## src/rtl/pcims_map.vh

```
// pcims_map.vh: constants for the bus master/target signalling block
// assumes inclusion by pcims_core.v and the bench; pcims_parity.v does not include it
`ifndef PCIMS_MAP_VH
`define PCIMS_MAP_VH
// bus commands (cbe[3:0] during address phase)
`define PCIMS_CMD_IO_RD 4'h2
`define PCIMS_CMD_IO_WR 4'h3
`define PCIMS_CMD_MEM_RD 4'h6
`define PCIMS_CMD_MEM_WR 4'h7
`define PCIMS_CMD_CFG_RD 4'hA
`define PCIMS_CMD_CFG_WR 4'hB
// master states
`define PCIMS_M_IDLE 3'h0
`define PCIMS_M_ADDR 3'h1
`define PCIMS_M_DATA 3'h2
`define PCIMS_M_PARK 3'h3
`define PCIMS_M_TURN 3'h4
// target states
`define PCIMS_T_IDLE 3'h0
`define PCIMS_T_DATA 3'h1
`define PCIMS_T_PARK 3'h2
`define PCIMS_T_WAIT 3'h3
// all-ones byte enable pattern (no lanes enabled)
`define PCIMS_BE_NONE 8'hFF
`define PCIMS_HI_ZERO 32'h00000000
`endif

```

## src/rtl/pcims_core.v

```verilog
// pcims_core.v: master and target signalling for a 64-bit parallel bus
// assumes the arbiter grant is handled outside; one bus clock on mclk
`timescale 1ns/100ps
`include "pcims_map.vh"
// Functional notes
// - cbe carries command, then byte enables
// - byte enables steady through data phase
// - low parity covers ad31:0 and cbe3:0
// - high parity covers ad63:32 and cbe7:4
// - address parity valid one clock later
// - data parity one clock after ready
// - parity held until phase completes plus one
// - master drives parity addr/write; target read
// - frame asserted until final data phase
// - phase completes when both readies sampled
// - initiator ready: write data or read acceptance
// - target ready: read data or write acceptance
// - target stop; master ends on stop
// - idsel selects config accesses only
// - target claims with devsel; master samples
// - address phase is first frame clock
// - 32-bit bus excludes upper half
// - nothing driven while reset asserted
// - sustained signals driven high before release
module pcims_core #(
  parameter [63:0] BAR_BASE = 64'h0000000000000000,
  parameter BAR_BITS = 12 // size of decoded window in address bits
) (
  // clock and reset
  input wire mclk,
  input wire reset_n,
  input wire bus64, // high when attached to a 64-bit bus
  // master request side (same-clock logic)
  input wire mreq_valid,
  input wire [3:0] mreq_cmd,
  input wire [63:0] mreq_addr,
  input wire [63:0] mreq_wdata,
  input wire [7:0] mreq_be_n,
  input wire mreq_last,
  output wire mreq_ready,
  output reg [63:0] mrsp_rdata_reg,
  output reg mrsp_valid_reg,
  output reg mrsp_abort_reg,
  // target user side
  input wire [63:0] tgt_rdata,
  input wire tgt_stop_req,
  output reg [63:0] tgt_wdata_reg,
  output reg [7:0] tgt_be_n_reg,
  output reg tgt_wvalid_reg,
  output reg tgt_cfg_reg,
  // address/data and command pins
  input wire [63:0] ad_i,
  output reg [63:0] ad_o,
  output reg ad_lo_oe,
  output reg ad_hi_oe,
  input wire [7:0] cbe_n_i,
  output reg [7:0] cbe_n_o,
  output reg cbe_lo_oe,
  output reg cbe_hi_oe,
  // parity pins
  input wire par_i,
  output reg par_o,
  output reg par_oe,
  input wire par64_i,
  output reg par64_o,
  output reg par64_oe,
  // control pins, active low except idsel
  input wire frame_n_i,
  output reg frame_n_o,
  output reg frame_oe,
  input wire irdy_n_i,
  output reg irdy_n_o,
  output reg irdy_oe,
  input wire trdy_n_i,
  output reg trdy_n_o,
  output reg trdy_oe,
  input wire stop_n_i,
  output reg stop_n_o,
  output reg stop_oe,
  input wire devsel_n_i,
  output reg devsel_n_o,
  output reg devsel_oe,
  input wire idsel_i
);
  // three-stage control pin synchronisers, two stages for ad and cbe (per house practice)
  reg [2:0] fr_s, ir_s, tr_s, st_s, dv_s, id_s;
  reg [63:0] ad_s1, ad_s2;
  reg [7:0] cb_s1, cb_s2;
  wire frame_a = ~fr_s[1]; // second stage used, with no agreement check
  wire irdy_a = ~ir_s[1];
  wire trdy_a = ~tr_s[1];
  wire stop_a = ~st_s[1];
  wire devsel_a = ~dv_s[1];
  wire idsel_a = id_s[1];
  reg frame_d_reg; // previous frame level for edge
  // state
  reg [2:0] mst_reg, tst_reg;
  reg mwrite_reg; // current master access is a write
  reg twrite_reg; // current target access is a write
  reg [2:0] dv_wait_reg; // devsel timeout counter
  // parity sources
  wire pl, ph;

  // third stage reloads only an equal second stage, so it keeps its reset level
  always @(posedge mclk or negedge reset_n) begin
    if (!reset_n) begin
      fr_s <= 3'h7; ir_s <= 3'h7; tr_s <= 3'h7; st_s <= 3'h7; dv_s <= 3'h7; id_s <= 3'h0;
      ad_s1 <= 64'h0000000000000000; ad_s2 <= 64'h0000000000000000;
      cb_s1 <= `PCIMS_BE_NONE; cb_s2 <= `PCIMS_BE_NONE;
    end else begin
      fr_s <= (fr_s[1] == fr_s[2]) ? {fr_s[1], fr_s[0], frame_n_i} : {fr_s[2], fr_s[0], frame_n_i};
      ir_s <= (ir_s[1] == ir_s[2]) ? {ir_s[1], ir_s[0], irdy_n_i} : {ir_s[2], ir_s[0], irdy_n_i};
      tr_s <= (tr_s[1] == tr_s[2]) ? {tr_s[1], tr_s[0], trdy_n_i} : {tr_s[2], tr_s[0], trdy_n_i};
      st_s <= (st_s[1] == st_s[2]) ? {st_s[1], st_s[0], stop_n_i} : {st_s[2], st_s[0], stop_n_i};
      dv_s <= (dv_s[1] == dv_s[2]) ? {dv_s[1], dv_s[0], devsel_n_i} : {dv_s[2], dv_s[0], devsel_n_i};
      id_s <= (id_s[1] == id_s[2]) ? {id_s[1], id_s[0], idsel_i} : {id_s[2], id_s[0], idsel_i};
      ad_s1 <= ad_i; ad_s2 <= ad_s1;
      cb_s1 <= cbe_n_i; cb_s2 <= cb_s1;
    end
  end

  // lane levels as they stand: host lanes count when we drive only ad (target read)
  wire [7:0] cbe_seen = {cbe_hi_oe ? cbe_n_o[7:4] : cbe_n_i[7:4], cbe_lo_oe ? cbe_n_o[3:0] : cbe_n_i[3:0]};

  // parity over whatever this block drives this clock
  pcims_parity #(.DW(32), .CW(4)) u_par_lo (
    .ad_half(ad_o[31:0]),
    .cbe_half(cbe_seen[3:0]),
    .par_bit(pl)
  );
  pcims_parity #(.DW(32), .CW(4)) u_par_hi (
    .ad_half(ad_o[63:32]),
    .cbe_half(cbe_seen[7:4]),
    .par_bit(ph)
  );

  // address phase = first clock frame seen low
  wire addr_phase = frame_a & ~frame_d_reg & (mst_reg == `PCIMS_M_IDLE);
  wire hit_mem = (ad_s2[63:BAR_BITS] == BAR_BASE[63:BAR_BITS]) &&
                 (cb_s2[3:0] == `PCIMS_CMD_MEM_RD || cb_s2[3:0] == `PCIMS_CMD_MEM_WR);
  // idsel only counts for config cycles
  wire hit_cfg = idsel_a && (cb_s2[3:0] == `PCIMS_CMD_CFG_RD || cb_s2[3:0] == `PCIMS_CMD_CFG_WR);
  wire t_done = irdy_a & trdy_n_o == 1'b0;
  wire m_done = ~irdy_n_o & trdy_a;
  assign mreq_ready = (mst_reg == `PCIMS_M_IDLE) && (tst_reg == `PCIMS_T_IDLE) && !frame_a;

  // master and target sequencing; outputs float under reset
  always @(posedge mclk or negedge reset_n) begin
    if (!reset_n) begin
      mst_reg <= `PCIMS_M_IDLE; tst_reg <= `PCIMS_T_IDLE;
      frame_d_reg <= 1'b0; mwrite_reg <= 1'b0; twrite_reg <= 1'b0; dv_wait_reg <= 3'h0;
      ad_o <= 64'h0000000000000000; ad_lo_oe <= 1'b0; ad_hi_oe <= 1'b0;
      cbe_n_o <= `PCIMS_BE_NONE; cbe_lo_oe <= 1'b0; cbe_hi_oe <= 1'b0;
      par_o <= 1'b0; par_oe <= 1'b0; par64_o <= 1'b0; par64_oe <= 1'b0;
      frame_n_o <= 1'b1; frame_oe <= 1'b0; irdy_n_o <= 1'b1; irdy_oe <= 1'b0;
      trdy_n_o <= 1'b1; trdy_oe <= 1'b0; stop_n_o <= 1'b1; stop_oe <= 1'b0;
      devsel_n_o <= 1'b1; devsel_oe <= 1'b0;
      mrsp_rdata_reg <= 64'h0000000000000000; mrsp_valid_reg <= 1'b0; mrsp_abort_reg <= 1'b0;
      tgt_wdata_reg <= 64'h0000000000000000; tgt_be_n_reg <= `PCIMS_BE_NONE;
      tgt_wvalid_reg <= 1'b0; tgt_cfg_reg <= 1'b0;
    end else begin
      frame_d_reg <= frame_a;
      mrsp_valid_reg <= 1'b0;
      mrsp_abort_reg <= 1'b0;
      tgt_wvalid_reg <= 1'b0;
      // parity follows driven lines by one clock
      par_o <= pl;
      par64_o <= ph;
      // parity driven one clock after we drove ad
      par_oe <= ad_lo_oe;
      par64_oe <= ad_hi_oe & bus64;
      case (mst_reg)
        `PCIMS_M_IDLE: begin
          if (mreq_ready && mreq_valid) begin
            // address phase: command on cbe
            frame_n_o <= 1'b0; frame_oe <= 1'b1;
            ad_o <= mreq_addr; ad_lo_oe <= 1'b1; ad_hi_oe <= bus64;
            cbe_n_o <= {4'hF, mreq_cmd}; cbe_lo_oe <= 1'b1; cbe_hi_oe <= bus64;
            mwrite_reg <= mreq_cmd[0];
            dv_wait_reg <= 3'h0;
            mst_reg <= `PCIMS_M_ADDR;
          end
        end
        `PCIMS_M_ADDR: begin
          // data phase: byte enables, held for the phase
          cbe_n_o <= bus64 ? mreq_be_n : {4'hF, mreq_be_n[3:0]};
          irdy_n_o <= 1'b0; irdy_oe <= 1'b1;
          if (mwrite_reg) ad_o <= bus64 ? mreq_wdata : {`PCIMS_HI_ZERO, mreq_wdata[31:0]};
          else begin ad_lo_oe <= 1'b0; ad_hi_oe <= 1'b0; end
          if (mreq_last) frame_n_o <= 1'b1; // single phase: final
          mst_reg <= `PCIMS_M_DATA;
        end
        `PCIMS_M_DATA: begin
          dv_wait_reg <= devsel_a ? dv_wait_reg : dv_wait_reg + 3'h1;
          if (m_done || stop_a || dv_wait_reg == 3'h7) begin
            // stop or no claimant ends the transfer
            mrsp_valid_reg <= m_done;
            mrsp_abort_reg <= ~devsel_a;
            mrsp_rdata_reg <= ad_s2;
            irdy_n_o <= 1'b1; frame_n_o <= 1'b1; // drive high before release
            ad_lo_oe <= 1'b0; ad_hi_oe <= 1'b0; cbe_lo_oe <= 1'b0; cbe_hi_oe <= 1'b0;
            mst_reg <= `PCIMS_M_PARK;
          end
        end
        `PCIMS_M_PARK: begin
          frame_oe <= 1'b0; irdy_oe <= 1'b0; // release after high clock
          mst_reg <= `PCIMS_M_TURN;
        end
        `PCIMS_M_TURN: mst_reg <= `PCIMS_M_IDLE; // one idle clock before reuse
        default: mst_reg <= `PCIMS_M_IDLE;
      endcase
      case (tst_reg)
        `PCIMS_T_IDLE: begin
          if (addr_phase && (hit_mem || hit_cfg)) begin
            // claim the access
            devsel_n_o <= 1'b0; devsel_oe <= 1'b1;
            trdy_n_o <= 1'b0; trdy_oe <= 1'b1;
            stop_n_o <= ~tgt_stop_req; stop_oe <= 1'b1;
            twrite_reg <= cb_s2[0];
            tgt_cfg_reg <= hit_cfg;
            if (!cb_s2[0]) begin
              ad_o <= tgt_rdata; ad_lo_oe <= 1'b1; ad_hi_oe <= bus64; // read data
            end
            tst_reg <= `PCIMS_T_DATA;
          end
        end
        `PCIMS_T_DATA: begin
          if (t_done) begin
            tgt_wdata_reg <= ad_s2; tgt_be_n_reg <= cb_s2; tgt_wvalid_reg <= twrite_reg;
            if (!frame_a || !stop_n_o) begin
              devsel_n_o <= 1'b1; trdy_n_o <= 1'b1; stop_n_o <= 1'b1;
              ad_lo_oe <= 1'b0; ad_hi_oe <= 1'b0;
              tst_reg <= `PCIMS_T_PARK;
            end else if (!twrite_reg) ad_o <= tgt_rdata;
          end
        end
        `PCIMS_T_PARK: begin
          devsel_oe <= 1'b0; trdy_oe <= 1'b0; stop_oe <= 1'b0;
          tst_reg <= `PCIMS_T_WAIT;
        end
        `PCIMS_T_WAIT: if (!frame_a) tst_reg <= `PCIMS_T_IDLE;
        default: tst_reg <= `PCIMS_T_IDLE;
      endcase
    end
  end
endmodule // pcims_core

```

## src/rtl/pcims_parity.v

```verilog
// pcims_parity.v: even parity over one half of the ad/cbe bus
// assumes inputs are the values being driven on the lines this clock
`timescale 1ns/100ps
module pcims_parity #(
  parameter DW = 32,
  parameter CW = 4
) (
  // covered lines
  input wire [DW-1:0] ad_half,
  input wire [CW-1:0] cbe_half,
  // parity bit, computed one clock ahead of the pin register
  output wire par_bit
);
  // xor of all covered ones makes the total count even
  assign par_bit = (^ad_half) ^ (^cbe_half);
endmodule // pcims_parity

```

## config.mk

```make
export PLATFORM = sky130hd
export DESIGN_NAME = pcims_core
export DESIGN_NICKNAME = d
export VERILOG_FILES = /design/src/rtl/pcims_core.v /design/src/rtl/pcims_parity.v
export VERILOG_INCLUDE_DIRS = /design/src /design/src/rtl
export SDC_FILE = /design/constraint.sdc
export NUM_CORES = 1
export LEC_CHECK = 0
export ABC_AREA = 1
export BUFFER_PORTS_ARGS = -buffer_cell sky130_fd_sc_hd__buf_2
export CAP_MARGIN = 20
export CORE_AREA = 2 2 202 204
export CTS_BUF_LIST = sky130_fd_sc_hd__clkbuf_4 sky130_fd_sc_hd__clkbuf_8 sky130_fd_sc_hd__clkbuf_16
export DETAILED_ROUTE_END_ITERATION = 12
export DIE_AREA = 0 0 204 206
export HOLD_SLACK_MARGIN = 0.06
export PLACE_DENSITY = 0.67
export SLEW_MARGIN = 20
export SYNTH_ARGS = -nofsm -noshare
export SYNTH_HDL_FRONTEND = slang
export SYNTH_SLANG_ARGS = --single-unit
```

## constraint.sdc

```tcl
create_clock -name mclk -period 2.1 [get_ports mclk]
set_input_delay 0.42 -clock mclk [delete_from_list [all_inputs] [get_ports mclk]]
set_output_delay 0.42 -clock mclk [all_outputs]
set_load 0.02 [all_outputs]
```

==> results of run 1 <==
-- power breakdown --
group          leakage (nW)  switching [mW]  internal (mW)  total (mW)
registers              4.77            1.70           9.94        11.6
clock network         0.719            3.14           4.49        7.64
logic                  6.52            10.3           5.49        15.8
total                  12.0            15.2           19.9        35.1
-- cell usage in the layout (no fill, tap or decap), types with 11 or more instances in the layout --
master | synthesis | final
xnor2_1 | 34 | 34
buf_4 | 6 | 42
nand2_1 | 680 | 678
o211ai_1 | 23 | 23
buf_2 | 20 | 516
xor2_1 | 21 | 21
clkbuf_16 | 0 | 44
dfstp_2 | 46 | 46
o21ai_0 | 171 | 171
nor2_1 | 73 | 67
buf_12 | 0 | 14
a21oi_1 | 16 | 16
dlygate4sd3_1 | 0 | 119
a22oi_1 | 25 | 25
o21ai_1 | 13 | 13
nand3_1 | 114 | 114
clkbuf_8 | 0 | 11
dfrtp_1 | 348 | 348
inv_1 | 151 | 150
-- logic make-up (layout without fill, tap and decap cells) --
family          count (synthesis)  in the layout
other cells                     0              5
flops                         394            394
buf+inv                       243            932
simple gates                  887            887
fa+ha+maj                       7              7
compound gates                271            271
xor+xnor                       55             55
-- worst max-delay path by stage --
stage | from | end
6_report | tst_reg[0] | mreq_ready
2_1_floorplan | tst_reg[0] | ad_o[25]
3_5_place_dp | tst_reg[1] | ad_o[30]
3_3_place_gp | tst_reg[1] | ad_o[30]
5_1_grt | mst_reg[0] | mrsp_rdata_reg[44]
4_1_cts | tst_reg[0] | ad_o[25]
-- synthesized netlist by cell type (6+ instances only) --
library cell / count
nand2_1: 680
dfrtp_1: 348
o21ai_0: 171
inv_1: 151
nand3_1: 114
nor2_1: 73
clkbuf_1: 57
dfstp_2: 46
xnor2_1: 34
a22oi_1: 25
o211ai_1: 23
xor2_1: 21
buf_2: 20
a21oi_1: 16
o21ai_1: 13
nand4_1: 8
a21boi_0: 7
ha_1: 7
buf_4: 6
-- routing by layer --
layer,routed length [um],vias to the layer above,global-route usage [%]
met2,27130,686,44.31
met1,21660,7253,31.69
met5,27,-,0
met4,1785,4,9.369
li1,-,7212,-
met3,4199,113,5.140
-- layout make-up --
| class | instances | area (um^2) | area share (%) |
|---|---|---|---|
| Sequential cell | 394 | 9917 | 43.49 |
| Clock inverter | 20 | 214.0 | 0.9383 |
| Tap cell | 532 | 665.6 | 2.919 |
| Timing Repair Buffer | 697 | 4458 | 19.55 |
| Antenna cell | 5 | 12.51 | 0.05487 |
| Clock buffer | 58 | 1257 | 5.514 |
| Inverter | 157 | 593.1 | 2.601 |
| Multi-Input combinational cell | 1220 | 5685 | 24.93 |
-- worst max-delay path, stage by stage (launching register included) --
cell	delay [ns]
dfrtp_1	0.39
inv_1	0.14
ha_4	0.16
nand2_2	0.09
nor2_4	0.11
buf_6	0.13
-- stage by stage --
stage	util [%]	area (um^2)	cells	hold WS (ns)	total power, mW
2_1_floorplan	-	16520	1857	0.1244	21.45
3_3_place_gp	49.81	20010	2875	0.3318	26.65
3_5_place_dp	49.81	20010	2875	0.3347	27.12
4_1_cts	56.50	22710	3073	0.06101	35.15
5_1_grt	56.73	22800	3080	0.08123	37.63
6_report	56.75	22800	3083	0.08861	35.11
-- what timing repair did --
action / CTS / global route
hold buffers: 119 / 0
resized for setup: 7 / 13
endpoints found under the setup margin: 4 / 69
pin swaps: 1 / 2
gates cloned: 0 / 2
buffers inserted: 1 / 3
endpoints found under the hold margin: 155 / 0
==> flow_summary.ini, run 1 <==
[grt]
grt.overflow.total = 0
grt_pass1_vias = 14780
grt_start_max_net_pins = 132
track_usage_pct = 25.56
grt_pass1_wl_um = 82750
antenna_found_initial = 7

[layout]
nets = 2810
layout-drive-gt1-share_pct = 28.40
fillCellCount = 3563
layout-area-overhead-vs-synth_pct = 38.07

[floorplanning]
top_level_pins = 521
fp.dieH_um = 206
row_cnt = 74
design.die.area_um2 = 42020
floorplan.initialDensity_pct = 41.10
floorplan.die.width_um = 204
placeableCoreArea_um2 = 40180

[status]
status = complete, no violations

[clock_network]
clock_insertion_delay_worst_skew_ns = 0.58
cts-root-to-sink-buffers = 3
cts_root_buf = clkbuf_16
cts.sinks = 394
tritoncts = yes
htreeDepth = 2
numCtsBuffers = 43
clk_transition_reported_paths_ns = 0.06

[power]
power.static_leakage_nw = 12.02
max-vdd-ir-drop_mv = 0.7132
power.density_cell_area_nw_per_um2 = 1540

[logic_synthesis]
netlist_instances = 1857
syn-num-nets = 2154
synth_top_family_by_area = simple AND/OR/NAND/NOR gates
synthMuxAreaShare_pct = 0
synth_unique_cells = 36
synth_xor_xnor_area_share_pct = 2.917
ys_async_sr_fraction_pct = 100.0
yosysTopAreaCell = dfrtp_1
syn_area_per_cell_um2 = 8.894
post_synthesis_instance_area_um2 = 16520
yosysWarningCount = 0
synthSimpleGateAreaFrac_pct = 21.40
synth_edf_count = 0
seq_total_area_yosys_pct = 60.05
synth_compound_area_share_pct = 9.288
synthTopCellsByArea = dfrtp_1 53%, nand2_1 15%, dfstp_2 7.3%
yosys.area.top_type_share_pct = 52.73
synth.ff_latch_count = 394
yosys_most_used_dff = dfrtp_1
synth_adder_area_share_pct = 0.5303

[min_path]
hold_path_end = mwrite_reg
worstHoldStart = mreq_cmd[0]
hp-class = in2reg
hold_crit_depth = 3

[route]
wl_per_cell_um = 17.77
antenna_violating_nets_post_route = 0
routed_wl_um = 54800
routed_vias = 15270
drc = 0
drt_iter0_drc = 1026
vias_per_cell = 4.952
drt-pass1-iter-count = 5

[worst_setup_path]
reg2reg_slack_ns = 0.12
cp_data_arrival_time_ns = 1.59
worst-path-max-fanout = 2
rr_startpoint = ad_s2[33]
setup.worst_path.end_class = output pin
cp-start-kind = flip-flop
r2r_cell_count = 12
r2r_endpoint = ad_o[29]
crit_required_ns = 1.68
crit_type = reg2out

[sta]
rsz0062_at_grt = no
worst_slew_pin_slew_ns = 0.6125
hold_viol = 0
sum_neg_setup_slack_ns = 0
postLayoutSetupSlackWorst_ns = 0.09009
max_freq_mhz = 497.5
time_the_worst_path_needs_with_i_o_delays_and_setup_ns = 2.010
maxSlewHeadroom_pct = 59.16
finalSetupViolCount = 0
slew_viol_final = 0
timing.clock.skew_ns = 0.03161
layout_worst_path_cycle_share_pct = 95.71

[placement]
place_congestion = 0.9136
preCtsSetupSlack_ns = 0.008090
placement.io_buffers = 518
dp_hpwl_um = 39570

[flow_run]
max-cap-violations = 0
No activity file was read; power rests on OpenSTA's default activity.
==> run 2, diff against run 1 <==
==> constraint.sdc (replaced) <==
create_clock -name mclk -period 1.85 [get_ports mclk]
set_input_delay 0.37 -clock mclk [delete_from_list [all_inputs] [get_ports mclk]]
set_output_delay 0.37 -clock mclk [all_outputs]
set_load 0.02 [all_outputs]
==> flow_summary.ini, run 2 (synthesis results as in run 1) <==
[layout]
design_area_um2 = 25220
layout-drive-gt1-share_pct = 36.52
final_cell_mix = 589 x nand2_1, 516 x buf_2, 347 x dfrtp_1
layout.cells.most_common = nand2_1
fillCellCount = 3247
nets = 2933
layout-area-overhead-vs-synth_pct = 52.69

[worst_setup_path]
rr_startpoint = ad_s2[33]
critical_path_cell_count = 6
largest_incremental_delay_on_the_critical_path_ns = 0.40
path_delay_family = flip-flops
critical_path.startpoint = tst_reg[0]
r2r_cell_count = 14
worstPathBufferInverterCount = 3
slowest_cell_on_the_critical_path = dfrtp_1
cp_data_arrival_time_ns = 1.69
reg2reg_slack_ns = -0.20
worst-path-max-fanout = 2
r2r_endpoint = ad_o[42]
cp-start-kind = flip-flop
crit_required_ns = 1.48
worst_path_most_repeated_cell = buf_6
timing.critical_path.cells = inv_2 > ha_4 > nand2_2 > nor2_4 > buf_6 > buf_6
critical_path.endpoint = mreq_ready
crit_type = reg2out
setup.worst_path.end_class = output pin

[route]
drt-pass1-iter-count = 7
drt_iter0_drc = 1289
routed_wl_um = 63010
wl_per_cell_um = 19.67
routed_vias = 16500
vias_per_cell = 5.150
drc = 0
antenna_violating_nets_post_route = 0

[min_path]
hp-class = in2reg

[clock_network]
cts-root-to-sink-buffers = 3
cts_root_buf = clkbuf_16
numCtsBuffers = 43
cts.sinks = 394
clk_transition_reported_paths_ns = 0.06
tritoncts = yes
clock_insertion_delay_worst_skew_ns = 0.58
htreeDepth = 2

[floorplanning]
row_cnt = 74
top_level_pins = 521
floorplan.initialDensity_pct = 41.10
placeableCoreArea_um2 = 40180
fp.dieH_um = 206
floorplan.die.width_um = 204
design.die.area_um2 = 42020

[power]
max-vdd-ir-drop_mv = 0.9394
power.density_cell_area_nw_per_um2 = 1739
power_mw = 43.85
power.static_leakage_nw = 13.14

[grt]
grt_use_met2_pct = 49.02
antenna_found_initial = 3
grt_pass1_vias = 16180
use_met1_pct = 34.33
grt_most_used_layer = met2
grt_start_max_net_pins = 73
grt_pass1_wl_um = 91270
groute.layer.met3.usage_pct = 6.228
track_usage_pct = 28.52
grt.overflow.total = 0

[sta]
postLayoutSetupSlackWorst_ns = -0.2125
maxSlewHeadroom_pct = 66.46
timing.clock.skew_ns = 0.02291
rsz0062_at_grt = yes
sum_neg_setup_slack_ns = -9.918
slew_viol_final = 0
layout_worst_path_cycle_share_pct = 111.5
worst_slew_pin_slew_ns = 0.5030
hold_viol = 0
time_the_worst_path_needs_with_i_o_delays_and_setup_ns = 2.062
hold_ws_ns = 0.1109
finalSetupViolCount = 72
max_freq_mhz = 484.9

[placement]
placement.cell_area_um2 = 20350
preCtsSetupSlack_ns = -0.1354
place_congestion = 0.9139
dp_hpwl_um = 40630
placement.io_buffers = 518

[status]
failed_checks = negative setup slack
status = finished with violations

[flow_run]
max-cap-violations = 0
==> run 2: final cells by class <==
type                            count  area, um^2  area share (%)
Sequential cell                   394        9918           39.33
Multi-Input combinational cell   1220        6429           25.49
Timing Repair Buffer              819        6166           24.45
Clock buffer                       66        1292           5.125
Tap cell                          532       665.6           2.640
Inverter                          157       601.8           2.387
Clock inverter                     13       133.9          0.5309
Timing Repair inverter              1       6.256         0.02481
Antenna cell                        2       5.005         0.01985
==> run 2: power by group <==
group | switching (mW) | internal (mW) | leakage [nW]
Clock | 3.58 | 5.01 | 0.724
Combinational | 13.7 | 8.32 | 7.65
Sequential | 2.00 | 11.3 | 4.77
==> run 2: how the worst min path moves through the flow <==
stage                  startpoint  slack (ns)  cells past startpoint        end
floorplan                 reset_n        0.07                      0   ad_hi_oe
global placement        ad_s1[15]        0.33                      0  ad_s2[15]
detailed placement      ad_s1[24]        0.33                      0  ad_s2[24]
CTS                 tgt_rdata[15]        0.06                      3   ad_o[15]
global route        tgt_rdata[15]        0.09                      3   ad_o[15]
finish              tgt_rdata[15]        0.11                      3   ad_o[15]
==> run 2: layer usage <==
metal	routed length [um]	vias to the layer above	share of wire [%]
met1	23390	7897	37
met3	5338	217	8.5
met5	12	-	0.019
met4	3103	2	4.9
met2	31160	917	49
li1	-	7467	-
==> run 2: worst reg2reg max path, cell delays in order (launching register included) <==
cell and delay [ns]:
dfrtp_1 0.39, nor2_1 0.13, nand2_1 0.10, nor2_2 0.11
nand2_1 0.06, nor2_2 0.16, nand2_1 0.09, nand2_2 0.11
nand4_1 0.19, nand2_4 0.17, buf_12 0.12, buf_12 0.12
buf_16 0.13, nand2_2 0.04, nand2_1 0.06
==> run 2: through the flow <==
step                util (%)  cells
detailed placement     50.65   2914
global route           62.75   3203
finish                 62.76   3204
global placement       50.65   2914
CTS                    61.14   3190
floorplan                  -   1857
==> run 2: what timing repair did <==
action	in CTS	in global routing
cloned	23	8
hold buffers	151	0
buffers inserted	24	12
endpoints found under the setup margin	121	174
gates resized for setup	138	152
endpoints found under the hold margin	174	0
pin swaps	43	41
